## src/verilog/dvo_debug_map.vh

```
// Address map, field positions, reset values and timing figures of the debug register space.
// Assumes the includer works on byte offsets inside the 4096-byte memory window.
`ifndef DVO_DEBUG_MAP_VH
`define DVO_DEBUG_MAP_VH

// Window and region layout, byte offsets inside the memory window.
`define DVO_WIN_AW 12
`define DVO_DEBUG_HALF_BIT 11
`define DVO_REGION_AW 7
`define DVO_VENDOR_TAG 5'h10
`define DVO_DIRECT_TAG 5'h11
`define DVO_PKT_CTRL_OFS 12'h800
`define DVO_VENDOR_WORDS 32
`define DVO_WORD_IDX_W 5

// Packet option control fields.
`define DVO_PKT_EXT_TICK_SEL 23
`define DVO_PKT_CHECK_PHY 9
`define DVO_PKT_BUS_RESET_PKT 8
`define DVO_PKT_CONCAT 7
`define DVO_PKT_AUTO_EXT 4
`define DVO_PKT_AUTO_PING 2
`define DVO_PKT_AUTO_LINK 1
`define DVO_PKT_AUTO_PHY 0
`define DVO_PKT_RESET 32'h00000114
`define DVO_PKT_IMPL_MASK 32'h00800397

// PHY register fields written by a configuration packet.
`define DVO_GAP_W 6
`define DVO_GAP_RESET 6'h3F

// Cycle tick timing: 8 kHz period and system clock period, both in ns.
`define DVO_TICK_PERIOD_NS 125000
`define DVO_SYS_CLK_NS 40
`define DVO_TICK_CYCLES (`DVO_TICK_PERIOD_NS / `DVO_SYS_CLK_NS)
`define DVO_TICK_CNT_W 16

`endif

```

## src/verilog/dvo_debug_regs.v

```verilog
// Debug register space decoder with the vendor option registers and packet option control.
// Assumes the host target logic has already decoded a hit on the 4096-byte memory window and
// hands over single-cycle read or write strobes; link-side event pulses share sys_clk.
`timescale 1ns/1ps
`default_nettype none
`include "dvo_debug_map.vh"

module dvo_debug_regs #(
  parameter TICK_CYCLES = `DVO_TICK_CYCLES
) (
  // Clock and reset.
  input wire sys_clk,
  input wire rst_n,
  // Memory window access from the host target.
  input wire memRead,
  input wire memWrite,
  input wire [`DVO_WIN_AW-1:2] memAddr,
  input wire [3:0] memByteEn,
  input wire [31:0] memWdata,
  output reg [31:0] memRdata,
  output reg memAck,
  output reg debugHit,
  // Configuration EEPROM loader.
  input wire eepromLoadDone,
  input wire eepromDebugMode,
  // Link layer controls and events.
  input wire link_layer_enable,
  input wire linkOnPktRx,
  input wire phyConfigPktRx,
  input wire [`DVO_GAP_W-1:0] phyConfigGapCount,
  input wire phyConfigRootHold,
  input wire pingPktRx,
  input wire external_cycle_source,
  input wire external_cycle_clock_in,
  // Results towards the link and PHY.
  output reg linkPacketEnable,
  output reg [`DVO_GAP_W-1:0] phyGapCount,
  output reg root_hold_bit,
  output reg phyRegUpdated,
  output reg selfIdTxReq,
  output reg cycleTick,
  output reg checkPhyInverse,
  output reg busResetPktEnable,
  output reg concatEnable,
  output reg autoExtReply,
  output reg debugEnable
);

  // The last count is cut to the counter width on purpose; the divider never exceeds it.
  localparam integer TICK_LAST_FULL = TICK_CYCLES - 1;
  localparam [`DVO_TICK_CNT_W-1:0] TICK_LAST = TICK_LAST_FULL[`DVO_TICK_CNT_W-1:0];

  wire [`DVO_WIN_AW-1:0] byteAddr;
  wire inDebugHalf;
  wire inVendor;
  wire inDirect;
  wire [`DVO_WORD_IDX_W-1:0] wordIdx;
  wire isPktCtrl;
  wire [31:0] byteMask;
  wire wrOk;
  wire rdOk;

  reg [31:0] packet_option_control;
  reg [31:0] vendorWord [1:`DVO_VENDOR_WORDS-1];
  reg [31:0] next_packetCtrl;
  reg linkOnSeen;
  reg extSync1;
  reg extSync2;
  reg extSync3;
  reg extLevel;
  reg [`DVO_TICK_CNT_W-1:0] tickCount;
  reg internalTick;
  reg externalTick;
  integer i;

  assign byteAddr = {memAddr, 2'b00};
  assign inDebugHalf = byteAddr[`DVO_DEBUG_HALF_BIT];
  assign inVendor = byteAddr[`DVO_WIN_AW-1:`DVO_REGION_AW] == `DVO_VENDOR_TAG;
  assign inDirect = byteAddr[`DVO_WIN_AW-1:`DVO_REGION_AW] == `DVO_DIRECT_TAG;
  assign wordIdx = byteAddr[`DVO_REGION_AW-1:2];
  assign isPktCtrl = byteAddr == `DVO_PKT_CTRL_OFS;
  assign byteMask = {{8{memByteEn[3]}}, {8{memByteEn[2]}}, {8{memByteEn[1]}}, {8{memByteEn[0]}}};
  // Access is gated by the strap copied from the EEPROM.
  assign wrOk = memWrite && inVendor && debugEnable;
  assign rdOk = memRead && inDebugHalf && debugEnable;

  // The debug strap is caught when the EEPROM loader finishes, never at reset itself.
  always @(posedge sys_clk or negedge rst_n) begin
    if (!rst_n) begin
      debugEnable <= 1'b0;
    end else if (eepromLoadDone) begin
      debugEnable <= eepromDebugMode;
    end
  end

  // Only implemented bits take the written value; the rest of the word stays zero.
  always @* begin
    next_packetCtrl = packet_option_control;
    if (wrOk && isPktCtrl) begin
      next_packetCtrl = ((memWdata & byteMask) | (packet_option_control & ~byteMask))
        & `DVO_PKT_IMPL_MASK;
    end
  end

  always @(posedge sys_clk or negedge rst_n) begin
    if (!rst_n) begin
      packet_option_control <= `DVO_PKT_RESET;
    end else begin
      packet_option_control <= next_packetCtrl;
    end
  end

  // Remaining vendor option words are plain storage with byte enables.
  always @(posedge sys_clk) begin
    if (wrOk && !isPktCtrl) begin
      for (i = 1; i < `DVO_VENDOR_WORDS; i = i + 1) begin
        if (wordIdx == i[`DVO_WORD_IDX_W-1:0]) begin
          vendorWord[i] <= (memWdata & byteMask) | (vendorWord[i] & ~byteMask);
        end
      end
    end
  end

  // Read port: answers every strobe one cycle later, zero when the space is closed.
  always @(posedge sys_clk or negedge rst_n) begin
    if (!rst_n) begin
      memRdata <= 32'h00000000;
      memAck <= 1'b0;
      debugHit <= 1'b0;
    end else begin
      memAck <= memRead || memWrite;
      debugHit <= (memRead || memWrite) && inDebugHalf;
      if (!rdOk) begin
        memRdata <= 32'h00000000;
      end else if (inDirect || !inVendor) begin
        // The direct transfer region and the rest of the upper half read as zero.
        memRdata <= 32'h00000000;
      end else if (isPktCtrl) begin
        memRdata <= packet_option_control;
      end else begin
        memRdata <= vendorWord[wordIdx];
      end
    end
  end

  // Static mode outputs mirror the control word so that every port leaves a flop.
  always @(posedge sys_clk or negedge rst_n) begin
    if (!rst_n) begin
      checkPhyInverse <= 1'b0;
      busResetPktEnable <= 1'b0;
      concatEnable <= 1'b0;
      autoExtReply <= 1'b0;
    end else begin
      checkPhyInverse <= packet_option_control[`DVO_PKT_CHECK_PHY];
      busResetPktEnable <= packet_option_control[`DVO_PKT_BUS_RESET_PKT];
      concatEnable <= packet_option_control[`DVO_PKT_CONCAT];
      autoExtReply <= packet_option_control[`DVO_PKT_AUTO_EXT];
    end
  end

  // A link-on arriving while the link is being disabled still counts; the set wins.
  always @(posedge sys_clk or negedge rst_n) begin
    if (!rst_n) begin
      linkOnSeen <= 1'b0;
    end else if (linkOnPktRx) begin
      linkOnSeen <= 1'b1;
    end else if (!link_layer_enable) begin
      linkOnSeen <= 1'b0;
    end
  end

  always @(posedge sys_clk or negedge rst_n) begin
    if (!rst_n) begin
      linkPacketEnable <= 1'b0;
    end else begin
      linkPacketEnable <= link_layer_enable
        && (!packet_option_control[`DVO_PKT_AUTO_LINK] || linkOnSeen);
    end
  end

  // PHY configuration packets rewrite gap count and root hold only in auto mode.
  always @(posedge sys_clk or negedge rst_n) begin
    if (!rst_n) begin
      phyGapCount <= `DVO_GAP_RESET;
      root_hold_bit <= 1'b0;
      phyRegUpdated <= 1'b0;
    end else begin
      phyRegUpdated <= 1'b0;
      if (phyConfigPktRx && packet_option_control[`DVO_PKT_AUTO_PHY]) begin
        phyGapCount <= phyConfigGapCount;
        root_hold_bit <= phyConfigRootHold;
        phyRegUpdated <= 1'b1;
      end
    end
  end

  always @(posedge sys_clk or negedge rst_n) begin
    if (!rst_n) begin
      selfIdTxReq <= 1'b0;
    end else begin
      selfIdTxReq <= pingPktRx && packet_option_control[`DVO_PKT_AUTO_PING];
    end
  end

  // The external 8 kHz clock is asynchronous; a level is accepted once stages two and three agree.
  always @(posedge sys_clk or negedge rst_n) begin
    if (!rst_n) begin
      extSync1 <= 1'b0;
      extSync2 <= 1'b0;
      extSync3 <= 1'b0;
      extLevel <= 1'b0;
      externalTick <= 1'b0;
    end else begin
      extSync1 <= external_cycle_clock_in;
      extSync2 <= extSync1;
      extSync3 <= extSync2;
      externalTick <= 1'b0;
      if (extSync2 == extSync3 && extSync3 != extLevel) begin
        extLevel <= extSync3;
        externalTick <= extSync3;
      end
    end
  end

  // The derived tick divides sys_clk; the remainder against a true 24.576 MHz source is accepted.
  always @(posedge sys_clk or negedge rst_n) begin
    if (!rst_n) begin
      tickCount <= {`DVO_TICK_CNT_W{1'b0}};
      internalTick <= 1'b0;
    end else if (tickCount == TICK_LAST) begin
      tickCount <= {`DVO_TICK_CNT_W{1'b0}};
      internalTick <= 1'b1;
    end else begin
      tickCount <= tickCount + 1'b1;
      internalTick <= 1'b0;
    end
  end

  always @(posedge sys_clk or negedge rst_n) begin
    if (!rst_n) begin
      cycleTick <= 1'b0;
    end else if (external_cycle_source && packet_option_control[`DVO_PKT_EXT_TICK_SEL]) begin
      cycleTick <= externalTick;
    end else begin
      cycleTick <= internalTick;
    end
  end

endmodule // dvo_debug_regs
`default_nettype wire

```

## config.mk

```make
export PLATFORM = sky130hd
export DESIGN_NAME = dvo_debug_regs
export DESIGN_NICKNAME = d
export VERILOG_FILES = /design/src/verilog/dvo_debug_regs.v
export VERILOG_INCLUDE_DIRS = /design/src /design/src/verilog
export SDC_FILE = /design/constraint.sdc
export NUM_CORES = 2
export LEC_CHECK = 0
export ABC_AREA = 1
export BUFFER_PORTS_ARGS = -buffer_cell sky130_fd_sc_hd__buf_2
export CAP_MARGIN = 20
export CORE_ASPECT_RATIO = 2
export CORE_UTILIZATION = 62
export DETAILED_ROUTE_END_ITERATION = 12
export GPL_TIMING_DRIVEN = 1
export PLACE_DENSITY = 0.84
export SLEW_MARGIN = 20
export SYNTH_ARGS = -nofsm -noshare
export SYNTH_HDL_FRONTEND = slang
export SYNTH_SLANG_ARGS = --single-unit
```

## constraint.sdc

```tcl
create_clock -name sys_clk -period 2.65 [get_ports sys_clk]
set_input_delay 0.1325 -clock sys_clk [delete_from_list [all_inputs] [get_ports sys_clk]]
set_output_delay 0.1325 -clock sys_clk [all_outputs]
set_load 0.1 [all_outputs]
```

After elaboration in Yosys (flattened, before gate mapping)
Memories as Yosys holds them, arrays and structs flattened.
Cells that the tools add are included.
- flip-flop bits (word level): 81
- latch bits: 0
- memory bits (writable): 992
- memory bits (read-only): 0
- input bits: 65
- output and inout port bits: 50
- word-level logic and storage cells: 370
- memories: 1
- add/sub/neg operators: 1
- multiply operators: 0
- div/mod/pow operators: 0
- $lt $le $gt $ge: 0
- equal/unequal tests: 38
- shift-type cells: 0
- muxes and demuxes: 193
- bitwise gates (word level): 66
- reduce and logical (&&, ||, !) cells: 48
- memory list (memory ; words ; bits a word ; read ports ; clocked after memory_dff ; wr ports ; line ; source):
    vendorWord ; 31 ; 32 ; 32 ; 0 ; 1 ; dvo_debug_regs.v:64 ; reg [31:0] vendorWord [1:`DVO_VENDOR_WORDS-1];
- operators by type and width (kind ; count):
    $mux 32 ; 33
    $and 32x32->32 ; 32
    $or 32x32->32 ; 31
    $reduce_or 32->1 ; 30
    $mux 5 ; 30
    $mux 1 ; 129
    $eq 5x5->1 const B ; 18
    $eq 5x4->1 const B ; 8
    $not 32->32 ; 1
    $and 24x24->24 ; 1
    $or 24x24->24 ; 1
    $eq 5x3->1 const B ; 4
    $add 16x1->16 const B ; 1
    $eq 16x12->1 const B ; 1
    $mux 16 ; 1
    $logic_and 1x1->1 ; 12
    $eq 10x10->1 const B ; 1
    $eq 5x2->1 const B ; 2
    $eq 5x1->1 const B ; 1
    $logic_not 1->1 ; 3
    $logic_or 1x1->1 ; 3
    $ne 2x1->1 const B ; 1
    $eq 1x1->1 ; 1
    $ne 1x1->1 ; 1

Longest topological paths before layout
- depth in word-level cells: 37
- gate-level depth with buffers: 13
- gate-level depth less buffers: 11

Least setup slack after synthesis
OpenSTA, ideal clock, no wires.
- path kind: flip-flop to flip-flop
- start: reg debugEnable
- end: reg with a tool-made name
- setup time: 0.370 ns
- arrival time: 2.298 ns
- data required time: 2.280 ns
- path slack: -0.018 ns
- cell stages (with the launch flop): 8
- buffers on the path: 1
- clock period less this slack: 2.668 ns
- cells stage by stage: dfrtp_1 inv_1 nor2_1 nand2_1 nor3_2 buf_4 nand3_1 nor2_1
- RTL lines (what ; line ; source):
    from (decl) ; dvo_debug_regs.v:46 ; output reg debugEnable
    from (signal assigned) ; dvo_debug_regs.v:92 ; debugEnable <= eepromDebugMode;

==> summary.md <==
| Metric | Value |
|---|---|
| Clk pin slew, worst setup/hold paths | `70 ps` |
| Slew @ Worst Pin | `919 ps` |
| GR Overflow Total | `0` |
| #FFs+latches synth | `1,073` |
| Layout Utilization | `71.2%` |
| Max VDD drop | `486 uV` |
| Bufs and invs on worst path | `4` |
| Maxcap violations | `0` |
| Worst skew pair latency | `680 ps` |
| Max H-tree Level | `3` |
| Synthesized area | `41,700 um2` |
| GPL Wtd Cong | `0.915` |
| Hold Path Origin | `memWdata[24]` |
| Simple-Gate Fraction of Synth Area | `15.6%` |
| WL per Instance | `26.4 um` |
| Status | `finished clean` |
| Post-synth cell types | `33` |
| Drt pass-1 iters | `8` |
| Crit start category | `primary input` |
| Final min period | `2390 ps` |
| Worst Hold Depth | `1` |
| Largest net degree at the start of global routing | `91` |
| Fmax | `419 MHz` |
| CTS tree | `yes` |
| M3 GR Usage | `7.09%` |
| CTS-repair resized insts | `0` |
| Post-synthesis mux area share | `0%` |
| Number of global-route vias before repair | `28,900` |
| Synth Area in Compound Gates | `5.34%` |
| Via density | `6.34` |
| Cell family with most CP delay | `buffers and inverters` |
| Total Routed Length | `118,000 um` |
| Die Span Y | `369 um` |
| Clock skew | `23.1 ps` |
| Core area | `66,600 um2` |
| Final setup TNS | `0 ps` |
| Number of CTS-inserted buffers | `85` |
| Reg2reg start | `debugEnable` |
| Synth-to-Final Area Change | `13.8%` |
| R2R depth | `8` |
| Post-Synth XOR/XNOR Area | `0.231%` |
| Row count | `134` |
| Adder-cell share of the synthesized area | `0.0601%` |
| GR Util met1 | `36.6%` |
| Post-synth top area share | `71.5%` |
| Min-Delay Path Class | `primary input to register` |
| Root Buffer | `clkbuf_16` |
| IO Pins | `115` |
| Most area-consuming cells after synthesis | `edfxtp_1, nand2_1, a22oi_1, dfrtp_1, nor2_1` |
| Met2 Usage GRT | `59.3%` |
| Syn Area/Cell | `12.8 um2` |
| Worst-path fanout max | `11` |
| Clk sink count | `1,073` |
| Fillers | `3,964` |
| First-pass GRT wire length | `171,000 um` |
| DIE AREA | `68,300 um2` |
| Number of synthesized flops with an enable pin | `992` |
| Final ANT Viol Nets | `0` |
| PwrDens | `701 nW/um2` |
| Initial cell density of the core | `62.6%` |
| Dpl hpwl | `73,900 um` |
| Tot GR Track Use | `35.3%` |
| Critical-path top delay cell | `dlygate4sd3_1` |
| RSZ-0062 raised after global routing | `false` |
| Critical path, cell by cell | `dlygate4sd3_1 -> buf_2 -> nor3_2 -> dlygate4sd3_1 -> nand4_1 -> nor2_1 -> nand3_1 -> dlygate4sd3_1 -> nand2_1` |
| Syn Nets | `3,333` |
| Final Max Slew Viols | `0` |
| Initial antenna violation count | `4` |
| DIE WIDTH | `185 um` |
| DRC | `0` |
| Arrival @ worst endpoint | `3010 ps` |
| Stages on worst setup path | `9` |
| Via count | `28,400` |
| Yosys Warn Count | `0` |
| Largest family of logic cells by synthesized area | `simple AND/OR/NAND/NOR gates` |
| Synth Instances | `3,266` |
| Busiest layer in global routing | `met2` |
| Final net count | `3,590` |
| Critical path class | `primary input to register` |
| Setup crit end kind | `register` |
| Drt first-iter violations | `3,817` |
| Final setup fails | `0` |
| Leak pwr | `17.9 nW` |
| Crit path largest cell delay | `590 ps` |
| Hold Vio Cnt, Final | `0` |
| Post-CTS Setup Bufs | `0` |
| Worst slew margin | `38.7%` |
| Post-synth top area cell | `edfxtp_1` |
| Fraction of registers with async set/reset | `7.55%` |
| Most common cell on crit path | `dlygate4sd3_1` |
| Dominant synthesized flop cell | `edfxtp_1` |
| Worst Path Required | `3270 ps` |
| Sequential area share after synthesis | `76.4%` |
| CTS Hold Bufs | `36` |
| R2r setup slk | `400 ps` |
| Share of cells above drive strength 1 | `12.8%` |
| Longest Clk Path Bufs | `3` |
| I/O Buffers | `114` |
| Fin crit share | `90.2%` |
cell families (layout without fill, tap and decap cells):
| logic type | after synthesis | count (layout) |
|---|---|---|
| compound gates | 317 | 317 |
| xor+xnor | 11 | 11 |
| fa+ha+maj | 2 | 2 |
| buf+inv | 228 | 555 |
| flops | 1073 | 1073 |
| other cells | 0 | 2 |
| simple gates | 1635 | 1635 |
power breakdown:
part | internal [W] | switching [W]
clock | 0.00692 | 0.00583
sequential | 0.0185 | 0.00000680
combinational | 0.000454 | 0.00149
total | 0.0259 | 0.00733
through the flow:
| step | hold WS [ps] | power, W | area [um2] | cells | worst slack [ps] |
|---|---|---|---|---|---|
| 2_1_floorplan | -163 | 0.0198 | 41700 | 3266 | 283 |
| 3_3_place_gp | 261 | 0.0206 | 44200 | 4284 | 277 |
| 3_5_place_dp | 254 | 0.0207 | 44200 | 4284 | 270 |
| 4_1_cts | 5.43 | 0.0332 | 47400 | 4477 | 348 |
| 5_1_grt | 37.3 | 0.0340 | 47400 | 4477 | 153 |
| 6_report | 37.4 | 0.0332 | 47400 | 4479 | 261 |
cell usage in the layout (no fill, tap or decap), types with 2 or more instances in the layout:
cell type and instances:
clkbuf_16 88, dfrtp_1 71, dfstp_2 9, nand3_1 128
buf_4 177, nor2_4 6, a21oi_1 44, clkinv_1 15
clkbuf_1 13, clkinv_2 15, diode_2 2, nor2_1 241
buf_2 113, a22oi_1 252, clkinvlp_4 4, nand2_1 1189
o21bai_1 2, bufinv_16 7, nor3_1 4, inv_2 3
inv_1 51, clkbuf_8 4, xor2_1 10, inv_4 2
dlygate4sd3_1 36, nor3_2 2, ha_1 2, nand4_1 53
and2_1 7, o21ai_0 16, buf_12 16, clkinv_4 3
inv_6 7, edfxtp_1 992
layout make-up:
type / instances / area [um2] / share of cell area [%]
Antenna cell: 2 / 5.00 / 0.0106
Sequential cell: 1073 / 31800 / 67.2
Multi-Input combinational cell: 1965 / 8890 / 18.8
Tap cell: 884 / 1110 / 2.33
Inverter: 56 / 215 / 0.454
Clock inverter: 52 / 464 / 0.980
Timing Repair Buffer: 342 / 2570 / 5.43
Clock buffer: 105 / 2310 / 4.87
cell usage after synthesis (7+ instances only):
cell type  instances
dfstp_2            9
inv_1             51
edfxtp_1         992
nand4_1           53
dfrtp_1           72
a22oi_1          252
nor2_1           244
and2_1             7
nand3_1          128
nand2_1         1189
clkbuf_1          64
buf_2             92
buf_1             12
a21oi_1           44
xor2_1            10
o21ai_0           16
per-layer routing:
layer | vias to the layer above | wire length (um)
li1 | 12000 | -
met4 | 2 | 12000
met5 | - | 14
met3 | 625 | 11800
met2 | 2215 | 60000
met1 | 13500 | 34300
worst max-delay path by stage:
stage | start | endpoint | slack [ps]
floorplan | debugEnable | register | 280
detailed placement | memAddr[7] | register | 270
finish | memAddr[8] | register | 260
CTS | memAddr[8] | register | 350
global route | memAddr[8] | register | 150
global placement | memAddr[7] | register | 280
Power figures use the tool's default switching activity.
